## config.mk

```make
export PLATFORM = sky130hd
export DESIGN_NAME = ssdp_core
export DESIGN_NICKNAME = d
export VERILOG_FILES = /design/src/hdl/ssdp_core.v /design/src/hdl/ssdp_sync.v
export VERILOG_INCLUDE_DIRS = /design/src /design/src/common
export SDC_FILE = /design/constraint.sdc
export NUM_CORES = 1
export LEC_CHECK = 0
export BUFFER_PORTS_ARGS = -buffer_cell sky130_fd_sc_hd__buf_2
export CAP_MARGIN = 15
export CORE_MARGIN = 2
export CORE_UTILIZATION = 40
export DETAILED_ROUTE_END_ITERATION = 10
export HOLD_SLACK_MARGIN = 0.03
export SLEW_MARGIN = 0
export SYNTH_ARGS = -nofsm -noshare
export SYNTH_HDL_FRONTEND = slang
export SYNTH_SLANG_ARGS = --single-unit
```

## constraint.sdc

```tcl
create_clock -name core_clk -period 8.8 [get_ports core_clk]
set_clock_uncertainty 0.2 [all_clocks]
set_input_delay 1.76 -clock core_clk [delete_from_list [all_inputs] [get_ports core_clk]]
set_output_delay 1.76 -clock core_clk [all_outputs]
set_load 0.01 [all_outputs]
```

## src/common/ssdp_defines.vh

```
`ifndef SSDP_DEFINES_VH
`define SSDP_DEFINES_VH

// --------------------------------------------------------------------------
// Register indices; the APB byte address is four times the index.
// --------------------------------------------------------------------------
`define SSDP_IDX_DATA      8'h31
`define SSDP_IDX_CTRL      8'h32
`define SSDP_IDX_STAT      8'h33

// --------------------------------------------------------------------------
// Reset values.
// --------------------------------------------------------------------------
`define SSDP_CTRL_RST      8'h00
`define SSDP_STAT_RST      8'h00
`define SSDP_DATA_RST      8'h00

// --------------------------------------------------------------------------
// Control register fields.
// --------------------------------------------------------------------------
`define SSDP_C_IRQ_EN      7
`define SSDP_C_PEN         6
`define SSDP_C_DIV2        5
`define SSDP_C_MASTER_SELECT        4
`define SSDP_C_CPOL        3
`define SSDP_C_CPHA        2
`define SSDP_C_SPR1        1
`define SSDP_C_SPR0        0

// --------------------------------------------------------------------------
// Status register fields.
// --------------------------------------------------------------------------
`define SSDP_S_DONE        7
`define SSDP_S_WRITE_COLLISION_FLAG        6
`define SSDP_S_OVR         5
`define SSDP_S_MODE_FAULT_FLAG        4
`define SSDP_S_SOD         2
`define SSDP_S_SSM         1
`define SSDP_S_SSI         0

// --------------------------------------------------------------------------
// Serial timing: sixteen clock edges per byte, fast and slow master half periods.
// --------------------------------------------------------------------------
`define SSDP_LAST_EDGE     4'hf
`define SSDP_HALF_FAST     8'h02
`define SSDP_HALF_SLOW     8'h04

`endif

```

## src/hdl/ssdp_core.v

```verilog
// Design decision made here: the APB register port.
`timescale 1ns/100ps
`include "ssdp_defines.vh"

// Functional notes
// [RULE_01] Set done flag at byte end; interrupt if enabled.
// [RULE_02] Done clears: status read, then data access.
// [RULE_03] Data writes ignored while done pending unread.
// [RULE_04] Data write during transfer sets write collision.
// [RULE_05] Byte arriving with done set flags overrun.
// [RULE_06] Status read clears overrun flag.
// [RULE_07] Master seeing select low sets mode fault.
// [RULE_08] Fault clears: status access, then control write.
// [RULE_09] Output-disable or peripheral off stops data output.
// [RULE_10] Software select ignores pin, frees it.
// [RULE_11] Internal level 0 selects, 1 deselects.
// [RULE_12] Master data write starts one byte exchange.
// [RULE_13] Received byte copied to buffer; reads return buffer.
// [RULE_14] Data write loads shift register directly.
// [RULE_15] Software writes zero to status bit 3.
// [RULE_16] Data, control, status at consecutive indices.
// [RULE_17] Status resets to zero; event flags read-only.
// [RULE_18] One interrupt from done, fault or overrun.
// [RULE_19] Mode fault clears enable and master bits.
// [RULE_20] Second reception before clear sets overrun.
// [RULE_21] Collision clears by same sequence as done.
// [RULE_22] Discarded data write leaves shifting undisturbed.
module ssdp_core #(
  parameter ADDR_W = 12
) (
  input  wire              core_clk,
  input  wire              rst_n,
  input  wire              psel,
  input  wire              penable,
  input  wire              pwrite,
  input  wire [ADDR_W-1:0] paddr,
  input  wire [31:0]       pwdata,
  output reg  [31:0]       prdata,
  output reg               pready,
  output reg               pslverr,
  input  wire              sck_i,
  output reg               sck_o,
  output reg               sck_oe,
  input  wire              mosi_i,
  output reg               mosi_o,
  output reg               mosi_oe,
  input  wire              miso_i,
  output reg               miso_o,
  output reg               miso_oe,
  input  wire              ss_n_i,
  output reg               ss_pin_free,
  output reg               irq
);

  // --------------------------------------------------------------------------
  // Pin synchronisers.
  // --------------------------------------------------------------------------
  wire [3:0] pins_s;
  wire       sck_s;
  wire       mosi_s;
  wire       miso_s;
  wire       ss_n_s;

  ssdp_sync #(
    .W       (4),
    .RST_VAL (4'h8)
  ) u_sync (
    .core_clk (core_clk),
    .rst_n    (rst_n),
    .pin_in   ({ss_n_i, miso_i, mosi_i, sck_i}),
    .pin_sync (pins_s)
  );

  assign sck_s  = pins_s[0];
  assign mosi_s = pins_s[1];
  assign miso_s = pins_s[2];
  assign ss_n_s = pins_s[3];

  // --------------------------------------------------------------------------
  // Registers and engine state.
  // --------------------------------------------------------------------------
  reg  [7:0] ctrl_q;
  reg        done_q;
  reg        write_collision_flag_q;
  reg        ovr_q;
  reg        mode_fault_flag_q;
  reg        sod_q;
  reg        ssm_q;
  reg        ssi_q;
  reg        stat_seen_q;
  reg        mode_fault_flag_arm_q;
  reg  [7:0] rx_buf_q;
  reg  [7:0] shift_q;
  reg        rx_bit_q;
  reg  [3:0] edge_cnt_q;
  reg  [7:0] div_cnt_q;
  reg        m_busy_q;
  reg        sck_prev_q;

  wire       irq_en  = ctrl_q[`SSDP_C_IRQ_EN];
  wire       pen     = ctrl_q[`SSDP_C_PEN];
  wire       master_select    = ctrl_q[`SSDP_C_MASTER_SELECT];
  wire       cpol    = ctrl_q[`SSDP_C_CPOL];
  wire       cpha    = ctrl_q[`SSDP_C_CPHA];
  wire [1:0] spr     = {ctrl_q[`SSDP_C_SPR1], ctrl_q[`SSDP_C_SPR0]};

  // --------------------------------------------------------------------------
  // APB decode: access completes on the second access-phase cycle.
  // --------------------------------------------------------------------------
  wire [ADDR_W-1:0] a_data = {{(ADDR_W-10){1'b0}}, `SSDP_IDX_DATA, 2'b00}; // RULE_16
  wire [ADDR_W-1:0] a_ctrl = {{(ADDR_W-10){1'b0}}, `SSDP_IDX_CTRL, 2'b00}; // RULE_16
  wire [ADDR_W-1:0] a_stat = {{(ADDR_W-10){1'b0}}, `SSDP_IDX_STAT, 2'b00}; // RULE_16

  wire acc     = psel & penable & pready;
  wire hit_dat = (paddr == a_data);
  wire hit_ctl = (paddr == a_ctrl);
  wire hit_sta = (paddr == a_stat);
  wire dat_acc = acc & hit_dat;
  wire dat_wr  = dat_acc & pwrite;
  wire ctl_wr  = acc & hit_ctl & pwrite;
  wire sta_acc = acc & hit_sta;
  wire sta_rd  = sta_acc & ~pwrite;
  wire sta_wr  = sta_acc & pwrite;

  // --------------------------------------------------------------------------
  // Select resolution and serial-side conditions.
  // --------------------------------------------------------------------------
  wire ss_int   = ssm_q ? ssi_q : ss_n_s;        // RULE_10 RULE_11
  wire s_active = pen & ~master_select & ~ss_int;
  wire s_busy   = s_active & (edge_cnt_q != 4'h0);
  wire busy     = m_busy_q | s_busy;
  wire fault    = pen & master_select & ~ss_int;         // RULE_07
  wire din      = master_select ? miso_s : mosi_s;

  // Writes are dropped while a finished byte waits for its status read.
  wire dat_wr_ok = dat_wr & ~(done_q & ~stat_seen_q); // RULE_03
  wire dat_load  = dat_wr_ok & ~busy;            // RULE_14 RULE_22
  wire dat_coll  = dat_wr_ok & busy;             // RULE_04
  wire m_start   = dat_load & pen & master_select;        // RULE_12

  // Master half period; the fastest setting leaves the returning data little
  // margin against the two-flop input delay, a known limitation.
  wire [7:0] half = (ctrl_q[`SSDP_C_DIV2] ? `SSDP_HALF_FAST : `SSDP_HALF_SLOW) << spr;

  wire m_tick = m_busy_q & (div_cnt_q == half - 8'h01);
  wire s_tick = s_active & (sck_s ^ sck_prev_q);
  wire tick   = m_tick | s_tick;

  // --------------------------------------------------------------------------
  // Per-edge shift decisions, shared by master and slave.
  // --------------------------------------------------------------------------
  wire       samp_e  = (edge_cnt_q[0] == cpha);
  wire       shift_e = (edge_cnt_q[0] != cpha) & ~(cpha & (edge_cnt_q == 4'h0));
  wire       last_e  = (edge_cnt_q == `SSDP_LAST_EDGE);
  wire [7:0] rx_byte = {shift_q[6:0], (cpha ? din : rx_bit_q)};
  wire       done_ev = tick & last_e;

  // --------------------------------------------------------------------------
  // Serial engine: shift register, edge counter and master clock.
  // --------------------------------------------------------------------------
  always @(posedge core_clk) begin
    if (!rst_n) begin
      shift_q    <= `SSDP_DATA_RST;
      rx_bit_q   <= 1'b0;
      edge_cnt_q <= 4'h0;
      div_cnt_q  <= 8'h00;
      m_busy_q   <= 1'b0;
      sck_o      <= 1'b0;
      sck_prev_q <= 1'b0;
    end else begin
      sck_prev_q <= sck_s;
      if (dat_load) begin
        shift_q <= pwdata[7:0];                 // RULE_14
      end
      if (m_start) begin
        m_busy_q   <= 1'b1;                     // RULE_12
        div_cnt_q  <= 8'h00;
        edge_cnt_q <= 4'h0;
      end else if (m_busy_q) begin
        if (!pen || !master_select) begin
          // Losing the master role mid-byte abandons the byte.
          m_busy_q   <= 1'b0;
          edge_cnt_q <= 4'h0;
        end else if (m_tick) begin
          div_cnt_q <= 8'h00;
          sck_o     <= ~sck_o;
        end else begin
          div_cnt_q <= div_cnt_q + 8'h01;
        end
      end else if (!s_active) begin
        edge_cnt_q <= 4'h0;
      end
      if (!m_busy_q) begin
        sck_o <= cpol;
      end
      if (tick && !(m_busy_q && (!pen || !master_select))) begin
        edge_cnt_q <= edge_cnt_q + 4'h1;
        if (samp_e) begin
          rx_bit_q <= din;
        end
        if (last_e) begin
          shift_q  <= rx_byte;
          m_busy_q <= 1'b0;
        end else if (shift_e) begin
          shift_q <= {shift_q[6:0], rx_bit_q};
        end
      end
    end
  end

  // --------------------------------------------------------------------------
  // Receive buffer: only a byte that will not overrun replaces it.
  // --------------------------------------------------------------------------
  always @(posedge core_clk) begin
    if (!rst_n) begin
      rx_buf_q <= `SSDP_DATA_RST;
    end else if (done_ev && !done_q) begin
      rx_buf_q <= rx_byte;                      // RULE_13
    end
  end

  // --------------------------------------------------------------------------
  // Control register; a fault drops enable and master in the same edge.
  // --------------------------------------------------------------------------
  always @(posedge core_clk) begin
    if (!rst_n) begin
      ctrl_q <= `SSDP_CTRL_RST;
    end else begin
      if (ctl_wr) begin
        ctrl_q <= pwdata[7:0];
      end
      if (fault) begin
        ctrl_q[`SSDP_C_PEN]  <= 1'b0;           // RULE_19
        ctrl_q[`SSDP_C_MASTER_SELECT] <= 1'b0;           // RULE_19
      end
    end
  end

  // --------------------------------------------------------------------------
  // Status flags. Clears are written first so a same-cycle set wins.
  // --------------------------------------------------------------------------
  always @(posedge core_clk) begin
    if (!rst_n) begin
      done_q      <= 1'b0;                      // RULE_17
      write_collision_flag_q      <= 1'b0;
      ovr_q       <= 1'b0;
      mode_fault_flag_q      <= 1'b0;
      sod_q       <= 1'b0;
      ssm_q       <= 1'b0;
      ssi_q       <= 1'b0;
      stat_seen_q <= 1'b0;
      mode_fault_flag_arm_q  <= 1'b0;
    end else begin
      // Only the three mode bits are writable; bit 3 and flags are ignored.
      if (sta_wr) begin
        sod_q <= pwdata[`SSDP_S_SOD];           // RULE_17
        ssm_q <= pwdata[`SSDP_S_SSM];
        ssi_q <= pwdata[`SSDP_S_SSI];
      end
      // First half of the done and collision clearing sequence.
      if (sta_rd && (done_q || write_collision_flag_q)) begin
        stat_seen_q <= 1'b1;                    // RULE_02 RULE_21
      end
      if (dat_acc && stat_seen_q) begin
        done_q      <= 1'b0;                    // RULE_02
        write_collision_flag_q      <= 1'b0;                    // RULE_21
        stat_seen_q <= 1'b0;
      end
      if (sta_rd) begin
        ovr_q <= 1'b0;                          // RULE_06
      end
      if (sta_acc && mode_fault_flag_q) begin
        mode_fault_flag_arm_q <= 1'b1;                     // RULE_08
      end
      if (ctl_wr && mode_fault_flag_arm_q) begin
        mode_fault_flag_q     <= 1'b0;                     // RULE_08
        mode_fault_flag_arm_q <= 1'b0;
      end
      // Hardware sets.
      if (done_ev) begin
        done_q <= 1'b1;                         // RULE_01
        if (done_q) begin
          ovr_q <= 1'b1;                        // RULE_05 RULE_20
        end
      end
      if (dat_coll) begin
        write_collision_flag_q <= 1'b1;                         // RULE_04
      end
      if (fault) begin
        mode_fault_flag_q     <= 1'b1;                     // RULE_07
        mode_fault_flag_arm_q <= 1'b0;
      end
    end
  end

  // --------------------------------------------------------------------------
  // Read mux; unmapped addresses read zero and signal an error.
  // --------------------------------------------------------------------------
  reg [7:0] rd_byte;
  always @* begin
    rd_byte = 8'h00;
    if (hit_dat) begin
      rd_byte = rx_buf_q;                       // RULE_13
    end else if (hit_ctl) begin
      rd_byte = ctrl_q;
    end else if (hit_sta) begin
      rd_byte = {done_q, write_collision_flag_q, ovr_q, mode_fault_flag_q, 1'b0, sod_q, ssm_q, ssi_q};
    end
  end

  // --------------------------------------------------------------------------
  // APB answer: one wait state, so pready rises in the second access cycle.
  // --------------------------------------------------------------------------
  always @(posedge core_clk) begin
    if (!rst_n) begin
      pready  <= 1'b0;
      pslverr <= 1'b0;
      prdata  <= 32'h0000_0000;
    end else if (psel && penable && !pready) begin
      pready  <= 1'b1;
      pslverr <= ~(hit_dat | hit_ctl | hit_sta);
      prdata  <= pwrite ? 32'h0000_0000 : {24'h00_0000, rd_byte};
    end else begin
      pready  <= 1'b0;
      pslverr <= 1'b0;
      prdata  <= 32'h0000_0000;
    end
  end

  // --------------------------------------------------------------------------
  // Pin drivers and interrupt, all registered.
  // --------------------------------------------------------------------------
  always @(posedge core_clk) begin
    if (!rst_n) begin
      sck_oe      <= 1'b0;
      mosi_o      <= 1'b0;
      mosi_oe     <= 1'b0;
      miso_o      <= 1'b0;
      miso_oe     <= 1'b0;
      ss_pin_free <= 1'b0;
      irq         <= 1'b0;
    end else begin
      sck_oe      <= pen & master_select;
      mosi_o      <= shift_q[7];
      miso_o      <= shift_q[7];
      // A slave only drives its data line while selected, so slaves sharing
      // the line never fight.
      mosi_oe     <= pen & master_select & ~sod_q;       // RULE_09
      miso_oe     <= s_active & ~sod_q;         // RULE_09
      ss_pin_free <= ssm_q;                     // RULE_10
      irq         <= irq_en & (done_q | mode_fault_flag_q | ovr_q); // RULE_18 RULE_01
    end
  end

endmodule // ssdp_core

```

## src/hdl/ssdp_sync.v

```verilog
`timescale 1ns/100ps

// Two-stage synchroniser for a bundle of unrelated pin levels.
module ssdp_sync #(
  parameter         W       = 4,
  parameter [W-1:0] RST_VAL = {W{1'b1}}
) (
  input  wire         core_clk,
  input  wire         rst_n,
  input  wire [W-1:0] pin_in,
  output wire [W-1:0] pin_sync
);

  // --------------------------------------------------------------------------
  // One pair of flops per bit; only the second stage leaves this module.
  // --------------------------------------------------------------------------
  genvar gi;
  generate
    for (gi = 0; gi < W; gi = gi + 1) begin : g_bit
      reg meta_q;
      reg sync_q;
      // The first stage may go metastable, so nothing but the second reads it.
      always @(posedge core_clk) begin
        if (!rst_n) begin
          meta_q <= RST_VAL[gi];
          sync_q <= RST_VAL[gi];
        end else begin
          meta_q <= pin_in[gi];
          sync_q <= meta_q;
        end
      end
      assign pin_sync[gi] = sync_q;
    end
  endgenerate

endmodule // ssdp_sync

```

==> impl_metrics.yaml, run 1 <==
run_status:
  outcome: "complete, no violations"
synth:
  post_synth_edffs: 0
  combinational_family_with_the_most_area_after_synthesis: "simple AND/OR/NAND/NOR gates"
  avg_synthesized_cell_area_sq_um: 9.24
  yosys-mux-area-fraction_pct: 12.2
  synth_fa_ha_area_share_pct: 2.46
  asyncSetResetFlopFracSynth_pct: 0
  synthCells: 385
  synth-seq-area-share_pct: 41.1
  yosys.area_share.xor_xnor_pct: 3.69
  fraction_of_the_mapped_netlist_area_in_compound_gates_pct: 12.1
  top_flip_flop_cell_by_instance_count_after_synthesis: "sky130_fd_sc_hd__dfxtp_1"
  yosys.area_share.simple_pct: 20.0
  netlist-cell-type-count: 59
  ys_warn_count: 0
  post_synth_instance_area_sq_um: 3560
  ys_seq_elements: 73
clock_network:
  max-clock-path-buffers: 2
  cts_buf_count: 9
  cts_resized: 0
  postCtsHoldBufs: 0
  clock_tree_from_tritoncts: "yes"
  cts_post_setup_buffers_inserted: 0
  clk_pin_slew_ps: 80
  cts_num_sinks: 73
  clock_latency_ps: 350
  clock_tree.root_cell: "sky130_fd_sc_hd__clkbuf_8"
  ctsHtreeMaxLevel: 3
critical_path:
  critical_path.endpoint_type: "flop"
  critical_path.slowest_cell: "sky130_fd_sc_hd__a21oi_1"
  worstReg2RegEnd: "shift_q[7]"
  rr_startpoint: "ctrl_q[0]"
  reg2reg_depth: 9
  worstPathCellList: "buf_2 > buf_4 > clkinv_1 > a21oi_1 > nand2_1 > or4_1 > o21ai_0"
  timing.reg2reg.setup_slack_ps: 5000
  critical_path_peak_fanout: 45
  setup.worst_path.class: "primary input to flop"
  crit_path_start_kind: "primary input"
  critical-path-max-stage-delay_ps: 640
  arrival_time_of_the_worst_setup_path_ps: 4140
  worstSetupStartpoint: "rst_n"
  critPathRequiredTime_ps: 8880
hold_path:
  timing.hold.worst.start: "u_sync.g_bit[3].meta_q"
  hold_class: "flop to flop"
  min_delay_path_depth: 1
  hold-path-endpoint: "u_sync.g_bit[3].sync_q"
die:
  core_area_sq_um: 8680
  die-width_um: 98.3
  die_area_sq_um: 9660
  io_pins: 95
  fp.dieH_um: 98.3
  initial_utilization_pct: 41.0
  core.rowCount: 34
routing:
  met3_wirelength_um: 452
  drt-wirelength-per-cell_um: 14.1
  firstDrtPassIters: 5
  via_count: 2765
  routed_wl_um: 7590
  post_drt_via_cell_ratio: 5.12
  drt_antenna_net_count: 0
  detail_route.drc_violations: 0
  topRoutingLayerUsed: "met4"
  drt_iter0_drc: 113
  wl_met1_um: 3730
  routed-wl-met2_um: 3330
sta:
  timing.final.max_slew_violations: 0
  hold-worst-slack_ps: 226
  timing.setup.tns_ps: 0
  achievable-frequency_mhz: 246
  rsz0062_at_grt: "no"
  min_period_over_period_pct: 46.2
  final_period_minus_worst_setup_slack_ps: 4060
  worst-slew-pin-transition_ps: 1090
  hold_viol: 0
  final-setup-viol-count: 0
  timing.slew.headroom_pct: 26.6
cells_and_area:
  share_of_final_layout_standard_cells_stronger_than_drive_strength_1_pct: 19.0
  synthToLayoutAreaGrowth_pct: 12.4
  antennaDiodeCount: 0
  fillers: 861
  finish.instance_area_sq_um: 4000
  post_layout_net_count: 487
  final_cells: 540
global_route:
  global_route.overflow_total: 0
  grt_pass1_vias: 2479
  wire_length_of_the_first_global_routing_pass_um: 12500
  global_route.usage.total_pct: 16.1
  grt_start_max_net_pins: 46
  antenna_found_initial: 0
placement:
  post-dp-hpwl_um: 5490
  placement.cell_area_sq_um: 3770
  placedCellCount: 524
  routability_cong: 0.840
  io_buffers: 46
job:
  max_cap_violations: 0
power_and_ir_drop:
  total_leakage_power_nw: 1.60
  worst_ir_drop_vdd_v: 0.000101
  pwr_density_cell_nw_per_um2: 164
  power.total_mw: 0.656
state kept, by name, indices dropped and copies added, names as in the netlist, 4 cells and up:
signal               count
shift_q                  8
ctrl_q                   8
u_sync.g_bit.meta_q      4
rx_buf_q                 8
u_sync.g_bit.sync_q      4
edge_cnt_q               4
div_cnt_q                8
prdata                   8
area by class of cell:
type                    count  area [sq um]  share of cell area [%]
clock buffers              11           151                    3.79
clock inverters             5          77.6                    1.94
inverters                  10          37.5                   0.939
multi-input cells         284          1880                    47.1
flip-flops and latches     73          1460                    36.6
well taps                 108           135                    3.38
repair buffers             49           253                    6.32
Yosys cell counts, types with 2 or more instances:
cell type | instances | share of area, %
sky130_fd_sc_hd__a222oi_1 | 7 | 2.0
sky130_fd_sc_hd__o211ai_1 | 2 | 0.42
sky130_fd_sc_hd__buf_2 | 2 | 0.28
sky130_fd_sc_hd__o2111ai_1 | 4 | 0.99
sky130_fd_sc_hd__nand2b_1 | 5 | 0.88
sky130_fd_sc_hd__mux2_1 | 2 | 0.63
sky130_fd_sc_hd__nand2_1 | 44 | 4.6
sky130_fd_sc_hd__a41oi_1 | 2 | 0.49
sky130_fd_sc_hd__and2_1 | 9 | 1.6
sky130_fd_sc_hd__a21oi_1 | 6 | 0.84
sky130_fd_sc_hd__clkbuf_1 | 10 | 1.1
sky130_fd_sc_hd__nor2_1 | 44 | 4.6
sky130_fd_sc_hd__mux2i_1 | 32 | 9.0
sky130_fd_sc_hd__nand2b_4 | 2 | 0.77
sky130_fd_sc_hd__buf_1 | 2 | 0.21
sky130_fd_sc_hd__and3_1 | 7 | 1.2
sky130_fd_sc_hd__dfxtp_1 | 73 | 41
sky130_fd_sc_hd__nand3_1 | 9 | 1.3
sky130_fd_sc_hd__inv_1 | 9 | 0.95
sky130_fd_sc_hd__a21o_1 | 2 | 0.42
sky130_fd_sc_hd__or2_2 | 2 | 0.35
sky130_fd_sc_hd__buf_4 | 26 | 5.5
sky130_fd_sc_hd__o21ai_1 | 2 | 0.28
sky130_fd_sc_hd__a211oi_1 | 2 | 0.42
sky130_fd_sc_hd__nor3b_1 | 3 | 0.63
sky130_fd_sc_hd__xor2_1 | 10 | 2.5
sky130_fd_sc_hd__o21ai_0 | 6 | 0.84
sky130_fd_sc_hd__o31ai_1 | 2 | 0.42
sky130_fd_sc_hd__nor2b_1 | 2 | 0.35
sky130_fd_sc_hd__mux2_2 | 8 | 2.5
sky130_fd_sc_hd__nand4_1 | 5 | 0.88
sky130_fd_sc_hd__nor3_1 | 5 | 0.70
sky130_fd_sc_hd__ha_1 | 7 | 2.5
sky130_fd_sc_hd__nor4b_1 | 3 | 0.74
sky130_fd_sc_hd__xnor2_1 | 5 | 1.2
kinds of logic after synthesis:
family          count (synthesis)
flops                          73
xor+xnor                       15
buf+inv                        51
fa+ha+maj                       7
compound gates                 50
mux                            42
simple gates                  146
other cells                     1
how the worst max path moves through the flow:
stage / endpoint / cells past startpoint / slack, ps
2_1_floorplan: shift_q[1] / 7 / 5140
3_3_place_gp: edge_cnt_q[0] / 7 / 4400
3_5_place_dp: edge_cnt_q[0] / 7 / 4420
4_1_cts: edge_cnt_q[0] / 7 / 4800
5_1_grt: edge_cnt_q[0] / 7 / 4490
6_report: edge_cnt_q[0] / 7 / 4740
through the flow:
stage | setup slack (ps) | utilization (%)
floorplan | 5140 | -
global placement | 4400 | 43.4
detailed placement | 4420 | 43.4
CTS | 4800 | 46.1
global route | 4490 | 46.1
finish | 4740 | 46.1
critical path: cells and delay by family:
kind | cells | cell delay [ps]
AOI/OAI and AO/OA | 2 | 710
buffers and inverters | 3 | 1070
and+or+nand+nor | 2 | 570
placed cells by master (no fill, tap or decap), types with 3 or more instances in the layout:
cell	netlist	layout
sky130_fd_sc_hd__o21ai_0	6	6
sky130_fd_sc_hd__nand2_1	44	44
sky130_fd_sc_hd__nor3b_1	3	3
sky130_fd_sc_hd__and2_1	9	9
sky130_fd_sc_hd__nand2b_1	5	5
sky130_fd_sc_hd__a21oi_1	6	6
sky130_fd_sc_hd__conb_1	1	24
sky130_fd_sc_hd__nand3_1	9	9
sky130_fd_sc_hd__buf_4	26	3
sky130_fd_sc_hd__ha_1	7	7
sky130_fd_sc_hd__xnor2_1	5	5
sky130_fd_sc_hd__dfxtp_1	73	73
sky130_fd_sc_hd__a222oi_1	7	7
sky130_fd_sc_hd__nor2_1	44	44
sky130_fd_sc_hd__inv_1	9	9
sky130_fd_sc_hd__mux2_2	8	8
sky130_fd_sc_hd__mux2i_1	32	32
sky130_fd_sc_hd__nand4_1	5	5
sky130_fd_sc_hd__buf_2	2	46
sky130_fd_sc_hd__o2111ai_1	4	4
sky130_fd_sc_hd__and3_1	7	7
sky130_fd_sc_hd__xor2_1	10	10
sky130_fd_sc_hd__nor3_1	5	5
sky130_fd_sc_hd__nor4b_1	3	3
sky130_fd_sc_hd__clkbuf_8	0	11
where the power goes:
group / switching (mW) / total, mW / internal (mW)
clock network: 0.125 / 0.300 / 0.174
registers: 0.000648 / 0.333 / 0.332
logic: 0.0161 / 0.0239 / 0.00787
total: 0.142 / 0.656 / 0.514
metal layers:
layer | vias up | GRT usage (%)
met1 | 1281 | 22.2
met4 | 0 | 4.00
met3 | 9 | 5.44
met2 | 89 | 24.3
met5 | - | 0
li1 | 1386 | -
Note: power is estimated with default switching activity, not from simulation.
==> run 2, diff against run 1 <==
--- a/config.mk
+++ b/config.mk
@@ -6,6 +6,7 @@
 export SDC_FILE = /design/constraint.sdc
 export NUM_CORES = 1
 export LEC_CHECK = 0
+export ABC_AREA = 1
 export BUFFER_PORTS_ARGS = -buffer_cell sky130_fd_sc_hd__buf_2
 export CAP_MARGIN = 15
 export CORE_MARGIN = 2
==> constraint.sdc (replaced) <==
create_clock -name core_clk -period 4.15 [get_ports core_clk]
set_clock_uncertainty 0.2 [all_clocks]
set_input_delay 0.83 -clock core_clk [delete_from_list [all_inputs] [get_ports core_clk]]
set_output_delay 0.83 -clock core_clk [all_outputs]
set_load 0.01 [all_outputs]
==> run 2 against run 1 <==
Cell count is 32% higher. Register-to-register slack worse by 3600 ps. Sequential cell count stayed put. Clock power is 100% higher. Power is 110% higher. Critical path depth is 8 higher. Largest power group unchanged. Largest cell class unchanged. Worst hold slack worse by 11 ps.
==> impl_metrics.yaml, run 2 <==
global_route:
  wire_length_of_the_first_global_routing_pass_um: 14400
  antenna_found_initial: 0
  global_route.usage.total_pct: 17.7
  global_route.overflow_total: 0
  grt_pass1_vias: 3046
  grt_start_max_net_pins: 38
routing:
  wl_met1_um: 4270
  met3_wirelength_um: 370
  routed-wl-met2_um: 4000
  detail_route.drc_violations: 0
  drt-wirelength-per-cell_um: 12.3
  routed_wl_um: 8770
  drt_antenna_net_count: 0
  firstDrtPassIters: 4
  topRoutingLayerUsed: "met4"
  via_count: 3407
  post_drt_via_cell_ratio: 4.77
  drt_iter0_drc: 171
critical_path:
  arrival_time_of_the_worst_setup_path_ps: 2840
  setup.worst_path.class: "flop to flop"
  critPathRequiredTime_ps: 4220
  critical_path.endpoint_type: "flop"
  worstReg2RegEnd: "shift_q[7]"
  rr_startpoint: "ctrl_q[0]"
  crit_path_start_kind: "flop"
  reg2reg_depth: 15
  timing.reg2reg.setup_slack_ps: 1370
  critical_path_peak_fanout: 14
sta:
  hold_viol: 0
  final_period_minus_worst_setup_slack_ps: 2780
  rsz0062_at_grt: "no"
  final-setup-viol-count: 0
  timing.slew.headroom_pct: 48.6
  timing.setup.tns_ps: 0
  achievable-frequency_mhz: 360
  worst-slew-pin-transition_ps: 770
  timing.final.max_slew_violations: 0
  min_period_over_period_pct: 66.9
synth:
  post_synth_edffs: 0
  top_flip_flop_cell_by_instance_count_after_synthesis: "sky130_fd_sc_hd__dfxtp_1"
  post_synth_main_area_contributors: "sky130_fd_sc_hd__dfxtp_1 (38%), sky130_fd_sc_hd__nand2_1 (15%), sky130_fd_sc_hd__inv_1 (6.9%), sky130_fd_sc_hd__buf_4 (5.1%), sky130_fd_sc_hd__nor2_1 (3.8%)"
  avg_synthesized_cell_area_sq_um: 7.13
  synth.largest_area_cell: "sky130_fd_sc_hd__dfxtp_1"
  synth.top_cells.by_count: "sky130_fd_sc_hd__nand2_1 (152), sky130_fd_sc_hd__dfxtp_1 (73), sky130_fd_sc_hd__inv_1 (71)"
  synthCells: 539
  ys_warn_count: 0
  netlist-cell-type-count: 40
  synth_most_common_cell: "sky130_fd_sc_hd__nand2_1"
  ys_seq_elements: 73
  synth_top_area_share_pct: 38.0
  synth-seq-area-share_pct: 38.0
  post_synth_instance_area_sq_um: 3840
  asyncSetResetFlopFracSynth_pct: 0
cells_and_area:
  layout.cells.most_common_list: "sky130_fd_sc_hd__nand2_1 (152), sky130_fd_sc_hd__dfxtp_1 (73), sky130_fd_sc_hd__inv_1 (71)"
  synthToLayoutAreaGrowth_pct: 11.3
  final_core_utilization_pct: 46.1
  share_of_final_layout_standard_cells_stronger_than_drive_strength_1_pct: 16.9
  mostFrequentLayoutCell: "sky130_fd_sc_hd__nand2_1"
  antennaDiodeCount: 0
  fillers: 980
  post_layout_net_count: 642
power_and_ir_drop:
  power_report.internal_total_mw: 1.07
  power_switching_share_pct: 21.7
  sequential_power_share_pct: 51.6
  p_comb_share_pct: 3.9
  pwr_density_cell_nw_per_um2: 320
  worst_ir_drop_vdd_v: 0.000173
  power_frac_clock_pct: 44.5
  power.switching_mw: 0.297
  total_leakage_power_nw: 1.99
clock_network:
  cts_resized: 0
  cts_num_sinks: 73
  max-clock-path-buffers: 2
  cts_buf_count: 9
  clock_tree_from_tritoncts: "yes"
  ctsHtreeMaxLevel: 3
  clk_pin_slew_ps: 70
  postCtsHoldBufs: 0
  cts_post_setup_buffers_inserted: 0
  clock_latency_ps: 350
  clock_tree.root_cell: "sky130_fd_sc_hd__clkbuf_8"
run_status:
  outcome: "complete, no violations"
die:
  core.rowCount: 35
  die_area_sq_um: 10400
  die-width_um: 102
  initial_utilization_pct: 41.4
  core_area_sq_um: 9280
  fp.dieH_um: 102
  io_pins: 95
placement:
  post-dp-hpwl_um: 6390
  routability_cong: 0.823
  io_buffers: 46
hold_path:
  min_delay_path_depth: 2
  timing.hold.worst.start: "u_sync.g_bit[0].meta_q"
  hold-path-endpoint: "u_sync.g_bit[0].sync_q"
  hold_class: "flop to flop"
job:
  max_cap_violations: 0
==> run 2: power groups by stage <==
stage / clock [mW] / combinational [mW] / sequential, mW
after floorplan: 0 / 0.0473 / 0.723
after global placement: 0 / 0.0526 / 0.722
after detailed placement: 0 / 0.0531 / 0.722
after CTS: 0.625 / 0.0532 / 0.706
after global routing: 0.651 / 0.0600 / 0.706
final: 0.609 / 0.0538 / 0.706
==> run 2: worst max-delay path by stage <==
stage | from | end | slack [ps] | cells past startpoint
CTS | ctrl_q[0] | shift_q[7] | 1350 | 15
floorplan | ctrl_q[0] | shift_q[0] | 1750 | 16
global placement | paddr[0] | div_cnt_q[4] | 1090 | 11
detailed placement | paddr[0] | div_cnt_q[7] | 1120 | 11
finish | ctrl_q[0] | shift_q[7] | 1370 | 15
global route | ctrl_q[0] | shift_q[7] | 1060 | 15
==> run 2: logic make-up (layout without fill, tap and decap cells) <==
group | count (synthesis) | in the layout | synth area share (%)
AO/OA/AOI/OAI | 69 | 69 | 12.2
XOR/XNOR | 11 | 11 | 2.51
adder cells (fa/ha/maj) | 7 | 7 | 2.28
buffers and inverters | 114 | 138 | 14.3
flip-flops | 73 | 73 | 38.0
multiplexers | 1 | 1 | 0.260
other | 1 | 24 | 0.0976
AND/OR/NAND/NOR | 263 | 263 | 30.4
==> run 2: stage by stage <==
stage	hold WS [ps]	total power [mW]	setup slack, ps	instances	area [sq um]
finish	215	1.37	1370	715	4280
global route	232	1.42	1060	715	4280
CTS	217	1.38	1350	715	4280
detailed placement	200	0.775	1120	700	4070
global placement	198	0.775	1090	700	4070
floorplan	190	0.770	1750	562	3930
==> run 2: area by class of cell <==
cell class / count / area (sq um) / share of cell area [%]
Multi-Input combinational cell: 375 / 1920 / 44.9
Sequential cell: 73 / 1460 / 34.2
Inverter: 77 / 294 / 6.88
Timing Repair Buffer: 46 / 230 / 5.38
Tap cell: 129 / 161 / 3.77
Clock buffer: 12 / 145 / 3.39
Clock inverter: 3 / 65.1 / 1.52
==> run 2: layer usage <==
metal	track usage, %	up-vias
met2	28.3	82
met1	24.2	1557
met5	0	-
met4	6.87	0
met3	2.74	12
li1	-	1756
==> run 2: worst max-delay path: stages (launching register included) <==
cell and delay (ps):
sky130_fd_sc_hd__dfxtp_1 370, sky130_fd_sc_hd__inv_1 90, sky130_fd_sc_hd__ha_1 350, sky130_fd_sc_hd__nand2_1 70
sky130_fd_sc_hd__ha_1 280, sky130_fd_sc_hd__a21oi_1 130, sky130_fd_sc_hd__o21ai_0 90, sky130_fd_sc_hd__nor2_1 100
sky130_fd_sc_hd__nand3_1 90, sky130_fd_sc_hd__nor2_2 160, sky130_fd_sc_hd__nand3_2 110, sky130_fd_sc_hd__nand2_4 190
sky130_fd_sc_hd__nand2_4 140, sky130_fd_sc_hd__clkinv_4 150, sky130_fd_sc_hd__nand2_1 70, sky130_fd_sc_hd__a21oi_1 110
